**config.mk**
```make
export PLATFORM = sky130hd
export DESIGN_NAME = dpcs_seq
export DESIGN_NICKNAME = d
export VERILOG_FILES = /design/src/dpcs_pkg.sv /design/src/dpcs_seq.sv /design/src/dpcs_cmd_decode.sv
export SDC_FILE = /design/constraint.sdc
export NUM_CORES = 1
export LEC_CHECK = 0
export ABC_AREA = 1
export BUFFER_PORTS_ARGS = -buffer_cell sky130_fd_sc_hd__buf_2
export CAP_MARGIN = 20
export CORE_MARGIN = 2
export CORE_UTILIZATION = 38
export CTS_CLUSTER_DIAMETER = 80
export DETAILED_ROUTE_END_ITERATION = 6
export GPL_ROUTABILITY_DRIVEN = 0
export SYNTH_ARGS = -nofsm -noshare
export SYNTH_HDL_FRONTEND = slang
export SYNTH_SLANG_ARGS = --single-unit
export TNS_END_PERCENT = 1
```
**constraint.sdc**
```tcl
create_clock -name clock -period 2.8 [get_ports clock]
set_clock_uncertainty 0.05 [all_clocks]
set_input_delay 0.28 -clock clock [delete_from_list [all_inputs] [get_ports clock]]
set_output_delay 0.28 -clock clock [all_outputs]
set_load 0.03 [all_outputs]
```
**src/dpcs_pkg.sv**
```systemverilog
// package for the ddr2 power-down and clock-change sequencer
`default_nettype none
package dpcs_pkg;
	// ************************************************************
	// command encodings and states
	// ************************************************************
	localparam int DPCS_BANKS = 4;
	localparam int DPCS_BURST_W = 4;
	localparam logic [2:0] DPCS_CMD_NOP = 3'h7;
	localparam logic [2:0] DPCS_CMD_READ = 3'h5;
	localparam logic [2:0] DPCS_CMD_WRITE = 3'h4;
	localparam logic [2:0] DPCS_CMD_ACT = 3'h3;
	localparam logic [2:0] DPCS_CMD_PRE = 3'h2;
	localparam logic [2:0] DPCS_CMD_MRS = 3'h0;
	localparam logic [3:0] DPCS_BURST_CYCLES = 4'h2;
	localparam int DPCS_CLK_MHZ = 125;
	localparam int DPCS_DLL_LOCK_CK = 200;
	localparam logic [7:0] DPCS_DLL_LOCK_CYC = 8'(DPCS_DLL_LOCK_CK - 1);
	localparam logic [1:0] DPCS_BA_EMR = 2'h1;
	localparam int DPCS_DLL_RESET_BIT = 0;
	// address bit that turns a precharge into precharge-all
	localparam int DPCS_AP_BIT = 10;

	typedef enum logic [2:0] {
		DPCS_ACTIVE,
		DPCS_PRE_PD,
		DPCS_ACT_PD,
		DPCS_DLL_RELOCK,
		DPCS_LOST
	} dpcs_state_t;

	typedef struct packed {
		logic csN;
		logic rasN;
		logic casN;
		logic weN;
		logic [1:0] bank;
		logic [13:0] addr;
	} dpcs_cmd_t;

	typedef struct packed {
		logic nop;
		logic deselect;
		logic idle;
		logic read;
		logic write;
		logic act;
		logic pre;
		logic mrs;
	} dpcs_dec_t;
endpackage : dpcs_pkg
`default_nettype wire

```
**src/dpcs_seq.sv**
```systemverilog
// power state, burst and clock-change sequencer of a ddr2 device
`default_nettype none
module dpcs_seq
	import dpcs_pkg::*;
#(
	parameter int BANKS = DPCS_BANKS,
	parameter logic [7:0] DLL_LOCK_CYC = DPCS_DLL_LOCK_CYC
)
(
	input wire logic clock,
	input wire logic reset_n,
	input wire logic cke,
	input wire logic odt,
	input wire dpcs_cmd_t cmd,
	input wire logic initDone,
	output logic inPowerDown,
	output logic inPrechargePd,
	output logic burstActive,
	output logic dllLocked,
	output logic ready,
	output logic contentsLost,
	output logic protocolError
);
	// ************************************************************
	// decode
	// ************************************************************
	dpcs_dec_t dec;
	dpcs_cmd_decode u_dec
	(
		.cmd(cmd),
		.dec(dec)
	);

	// ************************************************************
	// state
	// ************************************************************
	dpcs_state_t state_reg, state_next;
	logic [BANKS-1:0] open_reg, open_next;
	logic [3:0] burst_reg, burst_next;
	logic [7:0] lock_reg, lock_next;
	logic lost_reg, lost_next;
	logic err_reg, err_next;
	logic dllOk_reg, dllOk_next;
	logic pdOut_reg, pdOut_next;
	logic prePdOut_reg, prePdOut_next;
	logic busyOp;
	logic dllResetCmd;

	assign busyOp = (burst_reg != 4'h0);
	assign dllResetCmd = dec.mrs && (cmd.bank == DPCS_BA_EMR) && cmd.addr[DPCS_DLL_RESET_BIT];

	always_comb
	begin
		state_next = state_reg;
		open_next = open_reg;
		burst_next = burst_reg;
		lock_next = lock_reg;
		lost_next = lost_reg;
		err_next = err_reg;
		dllOk_next = dllOk_reg;
		case (state_reg)
			DPCS_ACTIVE:
			begin
				// nops count the burst down rather than ending it
				if (busyOp)
					burst_next = burst_reg - 4'h1;
				if (!cke && busyOp)
				begin
					// cke may not fall mid-burst; the array is no longer trusted
					lost_next = 1'b1;
					state_next = DPCS_LOST;
				end
				else if (!cke && dec.idle)
				begin
					if (open_reg == '0)
					begin
						// dll is switched off as precharge power-down is entered
						state_next = DPCS_PRE_PD;
						dllOk_next = 1'b0;
					end
					else
						state_next = DPCS_ACT_PD;
				end
				else if (cke)
				begin
					if ((dec.read || dec.write) && dllOk_reg)
					begin
						if (busyOp)
							err_next = 1'b1;
						burst_next = DPCS_BURST_CYCLES;
					end
					if (dec.act)
						open_next = open_reg | (BANKS'(1) << cmd.bank);
					if (dec.pre)
						open_next = cmd.addr[DPCS_AP_BIT] ? '0 : (open_reg & ~(BANKS'(1) << cmd.bank));
				end
			end
			DPCS_PRE_PD:
			begin
				// the dll is off here, so a clock change is allowed
				dllOk_next = 1'b0;
				if (cke && dec.idle)
					state_next = DPCS_DLL_RELOCK;
				if (odt)
					err_next = 1'b1;
			end
			DPCS_ACT_PD:
			begin
				if (cke && dec.idle)
					state_next = DPCS_ACTIVE;
			end
			DPCS_DLL_RELOCK:
			begin
				if (dllResetCmd)
					lock_next = DLL_LOCK_CYC;
				else if (lock_reg != 8'h0)
					lock_next = lock_reg - 8'h1;
				if (odt)
					err_next = 1'b1;
				if (lock_reg == 8'h1)
				begin
					dllOk_next = 1'b1;
					state_next = DPCS_ACTIVE;
				end
			end
			default:
			begin
				// only a fresh initialisation brings the device back
				open_next = '0;
				burst_next = 4'h0;
				if (cke && initDone)
				begin
					lost_next = 1'b0;
					dllOk_next = 1'b1;
					state_next = DPCS_ACTIVE;
				end
			end
		endcase
		pdOut_next = (state_next == DPCS_PRE_PD) || (state_next == DPCS_ACT_PD);
		prePdOut_next = (state_next == DPCS_PRE_PD);
	end

	always_ff @(posedge clock or negedge reset_n)
	begin
		if (!reset_n)
		begin
			state_reg <= DPCS_ACTIVE;
			open_reg <= '0;
			burst_reg <= 4'h0;
			lock_reg <= 8'h0;
			lost_reg <= 1'b0;
			err_reg <= 1'b0;
			dllOk_reg <= 1'b1;
			pdOut_reg <= 1'b0;
			prePdOut_reg <= 1'b0;
		end
		else
		begin
			state_reg <= state_next;
			open_reg <= open_next;
			burst_reg <= burst_next;
			lock_reg <= lock_next;
			lost_reg <= lost_next;
			err_reg <= err_next;
			dllOk_reg <= dllOk_next;
			pdOut_reg <= pdOut_next;
			prePdOut_reg <= prePdOut_next;
		end
	end

	assign inPowerDown = pdOut_reg;
	assign inPrechargePd = prePdOut_reg;
	assign burstActive = busyOp;
	assign dllLocked = dllOk_reg;
	assign ready = (state_reg == DPCS_ACTIVE) && dllOk_reg && !lost_reg;
	assign contentsLost = lost_reg;
	assign protocolError = err_reg;
endmodule // dpcs_seq
`default_nettype wire

```
**src/dpcs_cmd_decode.sv**
```systemverilog
// command decoder for the ddr2 power-down sequencer
`default_nettype none
module dpcs_cmd_decode
	import dpcs_pkg::*;
(
	input wire dpcs_cmd_t cmd,
	output dpcs_dec_t dec
);
	logic [2:0] code;
	assign code = {cmd.rasN, cmd.casN, cmd.weN};
	// deselect masks the strobes entirely
	assign dec.deselect = cmd.csN;
	assign dec.nop = !cmd.csN && (code == DPCS_CMD_NOP);
	assign dec.idle = dec.deselect || dec.nop;
	assign dec.read = !cmd.csN && (code == DPCS_CMD_READ);
	assign dec.write = !cmd.csN && (code == DPCS_CMD_WRITE);
	assign dec.act = !cmd.csN && (code == DPCS_CMD_ACT);
	assign dec.pre = !cmd.csN && (code == DPCS_CMD_PRE);
	assign dec.mrs = !cmd.csN && (code == DPCS_CMD_MRS);
endmodule // dpcs_cmd_decode
`default_nettype wire

```
### Yosys cells after proc, flatten, opt, wreduce, memory -nomap -nowiden

Index checks and enable logic that the tools add are counted.

| storage, ports and cells | value |
|---|---|
| register bits | 24 |
| input bits | 25 |
| output and inout port bits | 7 |
| logic and storage cells | 116 |

| operators by class | value |
|---|---|
| add/sub/neg operators | 2 |
| equal/unequal tests | 23 |
| shifts and indexed selects | 1 |
| muxes and demuxes | 39 |
| bitwise logic cells | 5 |
| reduce and logical (&&, ||, !) cells | 37 |

Operators by type and width:

| kind | number |
|---|---|
| 4-bit two-way mux | 11 |
| 3-bit two-way mux | 6 |
| 2-bit != test (second input constant) | 9 |
| 8-bit two-way mux | 2 |
| 4-bit one-hot mux with 2 select lines | 2 |
| 3-bit by 2-bit == test with 1-bit output (second input constant) | 5 |
| 1-bit logical AND | 15 |
| 1-bit two-way mux | 13 |
| 3-bit one-hot mux with 4 select lines | 1 |
| 3-bit == test (second input constant) | 3 |
| 8-bit by 1-bit == test with 1-bit output (second input constant) | 1 |
| 4-bit nonzero test | 2 |
| 8-bit nonzero test | 1 |
| 8-bit by 1-bit subtractor with 8-bit output (second input constant) | 1 |
| 7-bit AND reduction | 1 |
| 3-bit by 1-bit == test with 1-bit output (second input constant) | 2 |
| 3-bit zero test | 2 |
| 6-bit AND reduction | 1 |
| 2-bit nonzero test | 3 |
| 5-bit AND reduction | 1 |
| 4-bit bitwise AND | 1 |
| 4-bit zero test | 1 |
| 4-bit inverter | 1 |
| 4-bit OR | 1 |
| 15 further kinds | 21 |

### Depth between registers and ports, before layout

| depth | value |
|---|---|
| word-level depth | 9 |
| gate-level depth with buffers | 11 |
| gate-level depth less buffers | 11 |

### By module

Synthesis repeated with hierarchy kept, for this count alone.

| second synthesis, totals | value |
|---|---|
| cell total of the unflattened synthesis | 218 |
| area total of the unflattened synthesis | 1581.5 sq um |

Modules (own cells, without submodules):

| module | times used | cells an instance | area each (sq um) | seq. area each (sq um) |
|---|---|---|---|---|
| dpcs_seq | 1 | 199 | 1505.2 | 601.8 |
| dpcs_cmd_decode | 1 | 19 | 76.3 | 0.0 |

### Least setup slack after synthesis

OpenSTA, ideal clock, no wires.

| timing | value |
|---|---|
| path kind | register to output |
| from | register dllOk_reg (netlist: dllLocked) |
| to | output port ready |
| arrival | 1394 ps |
| data required time | 2470 ps |
| slack | 1076 ps |
| stages on the path, launching flop included | 3 |
| path buffers | 0 |
| cells stage by stage | dfstp_2 > inv_1 > nor3_1 |

| between the ends | value |
|---|---|
| word-level cells in the longest chain between the ends | 2 |

RTL lines:

| item | RTL line | RTL |
|---|---|---|
| from (decl) | dpcs_seq.sv:43 | `logic dllOk_reg, dllOk_next;` |
| from (signal assigned) | dpcs_seq.sv:165 | `dllOk_reg <= dllOk_next;` |
| 1-bit logical AND (2 in series) | dpcs_seq.sv:175 | `assign ready = (state_reg == DPCS_ACTIVE) && dllOk_reg && !lost_reg;` |
| to (decl) | dpcs_seq.sv:20 | `output logic ready,` |

No other way between the ends.

### Worst setup path after layout

| timing | value |
|---|---|
| from | register burst_reg[0] |
| to | output port burstActive |

| between the ends | value |
|---|---|
| word-level cells in the longest chain between the ends | 1 |

RTL lines:

| item | RTL line | RTL |
|---|---|---|
| from (decl) | dpcs_seq.sv:39 | `logic [3:0] burst_reg, burst_next;` |
| from (signal assigned) | dpcs_seq.sv:161 | `burst_reg <= burst_next;` |
| 4-bit nonzero test | dpcs_seq.sv:49 | `assign busyOp = (burst_reg != 4'h0);` |
| to (decl) | dpcs_seq.sv:18 | `output logic burstActive,` |

No other way between the ends.

==> flow_metrics.tcl <==
set metrics [dict create \
    netlist_area_um2 1534 \
    swShare 0.4793 \
    grt.overflow.total 0 \
    route.detailed.drc 0 \
    fp.dieArea_um2 4561 \
    portBuffers 19 \
    fin_tns_setup_ns 0 \
    cts_tree "done" \
    p_leak_nw 0.9481 \
    r2r-start "burst_reg[0]$_DFFE_PN0P_" \
    clockPowerShare 0.118 \
    clk_latency_ns 0.27 \
    drive_above_1_share 0.1772 \
    first_pass_iters 4 \
    setup_viol_count_final 0 \
    switchingPower_mw 0.8670 \
    max-cap-violations 0 \
    cp.arrival_ns 1.51 \
    start_util 0.3891 \
    clkTransAtPathRegs_ns 0.08 \
    synth_warnings 0 \
    timing.rr.end "inPowerDown$_DFF_PN0_" \
    synth_compound_area_frac 0.1223 \
    drtIter0Drc 80 \
    slew_headroom 0.6350 \
    criticalPathCategory "reg2out" \
    synth.area.top_cells "dfrtp_1 (38%), nand2_1 (14%), inv_1 (7.8%), o21ai_0 (5.5%), nor2_1 (4.6%)" \
    period_share 0.6585 \
    antennaDiodeCount 0 \
    required_ns 2.47 \
    yosys.area.top_type_share 0.3752 \
    grt_pass1_vias 1249 \
    maxSlewViolCount 0 \
    mostFrequentLayoutCells "nand2_1 (58), inv_1 (32), dfrtp_1 (23), nor2_1 (19), buf_2 (19)" \
    num-fill-cells 420 \
    die_h_um 67.54 \
    clk_path_buf_depth 2 \
    syn2layout_area_growth_pct 12.40 \
    peakVddDrop_mv 0.4739 \
    routed_via_density 4.627 \
    yosysTopAreaCell "dfrtp_1" \
    synth-xor-area-share 0.03997 \
    status "finished clean" \
    netlist_instances 215 \
    ff2ff_setup_slack_ns 1.17 \
    layout_commonest_cell "nand2_1" \
    grt_max_degree 25 \
    holdPathEnd "contentsLost$_DFFE_PN0P_" \
    rows 23 \
    ant_nets 0 \
    largest_reg_flops 8 \
    hp-class "in2reg" \
    ys_seq_elements 24 \
    layout.nets 267 \
    avgSynthCellArea_um2 7.135 \
    grt_pass1_wl_um 5444 \
    fin_hold_ws_ns 0.3037 \
    clock.fmax_ghz 0.5424 \
    cp-start-kind "register" \
    hold_path_depth 4 \
    io_pins 32 \
    synthSimpleGateAreaFrac 0.3100 \
    p_per_area_nw_per_um2 1049 \
    intPower_mw 0.9419 \
    post_cts_buffers 0 \
    synth_fa_ha_area_frac 0.03263 \
    cts.htree.levels 1 \
    worst-slew-pin-transition_ns 0.5475 \
    layout_min_cycle_time_ns 1.844 \
    critPathCaptureType "output pin" \
    netlist-cell-type-count 23 \
    hold_start "initDone" \
    combPwrFrac 0.546 \
    ys_seq_area_frac 0.3923 \
    wl_um 3049 \
    rsz0062_at_grt "false" \
    power_frac_seq 0.336 \
    grt_usage 0.1564 \
    synth_nets 244 \
    synth_top_family_by_area "simple AND/OR/NAND/NOR gates" \
    cts_buffers 3 \
    wl_per_cell_um 10.62 \
    cp_max_fo 4 \
    reg2reg_depth 9 \
    hold_buffers 1 \
    core_area_um2 3943 \
    root_buffer "clkbuf_8" \
    cts_resized 0 \
    hold_viol_final 0 \
    die_w_um 67.54 \
    hpwl_um 2386 \
    cts_sinks 24 \
    dr_total_vias 1328 \
    antenna_found_initial 0 \
    synthMuxAreaShare 0 \
]
## power groups by stage
stage,Clock [mW],Combinational [mW],Sequential [mW]
finish,0.214,0.987,0.608
global route,0.233,1.15,0.632
CTS,0.225,0.995,0.608
detailed placement,0,0.990,0.616
global placement,0,0.980,0.615
floorplan,0,0.765,0.648
## worst max-delay path, stage by stage (launching register included)
cell and delay, ns:
dfrtp_1 0.40, inv_1 0.08, ha_1 0.18, nand2_1 0.07, nor2_1 0.20, inv_1 0.13, buf_2 0.19
## routing by layer
layer  vias up  wire length [µm]  global-route usage
met4         0                53             0.06122
met3         5                96             0.02000
met5         -                 0                   0
li1        717                 -                   -
met1       583              1516              0.2116
met2        23              1384              0.2525
## cell families after synthesis
| group | Yosys count |
|---|---|
| DFF | 24 |
| buffers and inverters | 38 |
| and+or+nand+nor | 108 |
| adders and majority gates | 4 |
| xor gates and xnor gates | 7 |
| AOI/OAI and AO/OA | 34 |
## Yosys cell counts
cell type / n
ha_1: 4
dfrtp_1: 23
o21ai_0: 17
o211ai_1: 1
xor2_1: 3
nor2_1: 19
o21ai_1: 6
inv_2: 4
a21oi_4: 1
nand2_1: 58
nor2_4: 2
nor2_2: 7
nor3_1: 4
a21oi_1: 7
a31oi_1: 1
nand3_2: 1
a21o_1: 1
xnor2_1: 4
nand2_2: 4
buf_6: 2
nand3_1: 13
inv_1: 32
dfstp_2: 1
## layout make-up
class	instances	area (µm²)	area share
sequential	24	601.8	0.3491
multi-input combinational	153	774.5	0.4492
inverter	36	135.1	0.07837
tap	50	62.56	0.03628
timing repair buffer	20	105.1	0.06096
clock buffer	4	45.04	0.02612
## worst max-delay path by stage
stage / cells past startpoint / to / start / slack, ns
after floorplan: 2 / ready / dllLocked$_DFFE_PN1P_ / 1.08
after global placement: 9 / lock_reg[4]$_DFFE_PN0P_ / cmd[17] / 1.22
after detailed placement: 9 / lock_reg[3]$_DFFE_PN0P_ / cmd[17] / 1.21
after CTS: 6 / burstActive / burst_reg[0]$_DFFE_PN0P_ / 0.97
after global routing: 6 / burstActive / burst_reg[0]$_DFFE_PN0P_ / 0.86
final: 6 / burstActive / burst_reg[0]$_DFFE_PN0P_ / 0.96
## metrics by stage
step | worst slack (ns) | instances | utilization | area [µm²] | total power [mW]
final | 0.9562 | 287 | 0.4373 | 1724 | 1.809
after global routing | 0.8608 | 287 | 0.4373 | 1724 | 2.017
after CTS | 0.9677 | 287 | 0.4373 | 1724 | 1.828
after floorplan | 1.076 | 215 | - | 1534 | 1.413
after detailed placement | 1.209 | 282 | 0.4234 | 1669 | 1.606
after global placement | 1.224 | 282 | 0.4234 | 1669 | 1.595
No activity file was read; power rests on OpenSTA's default activity.
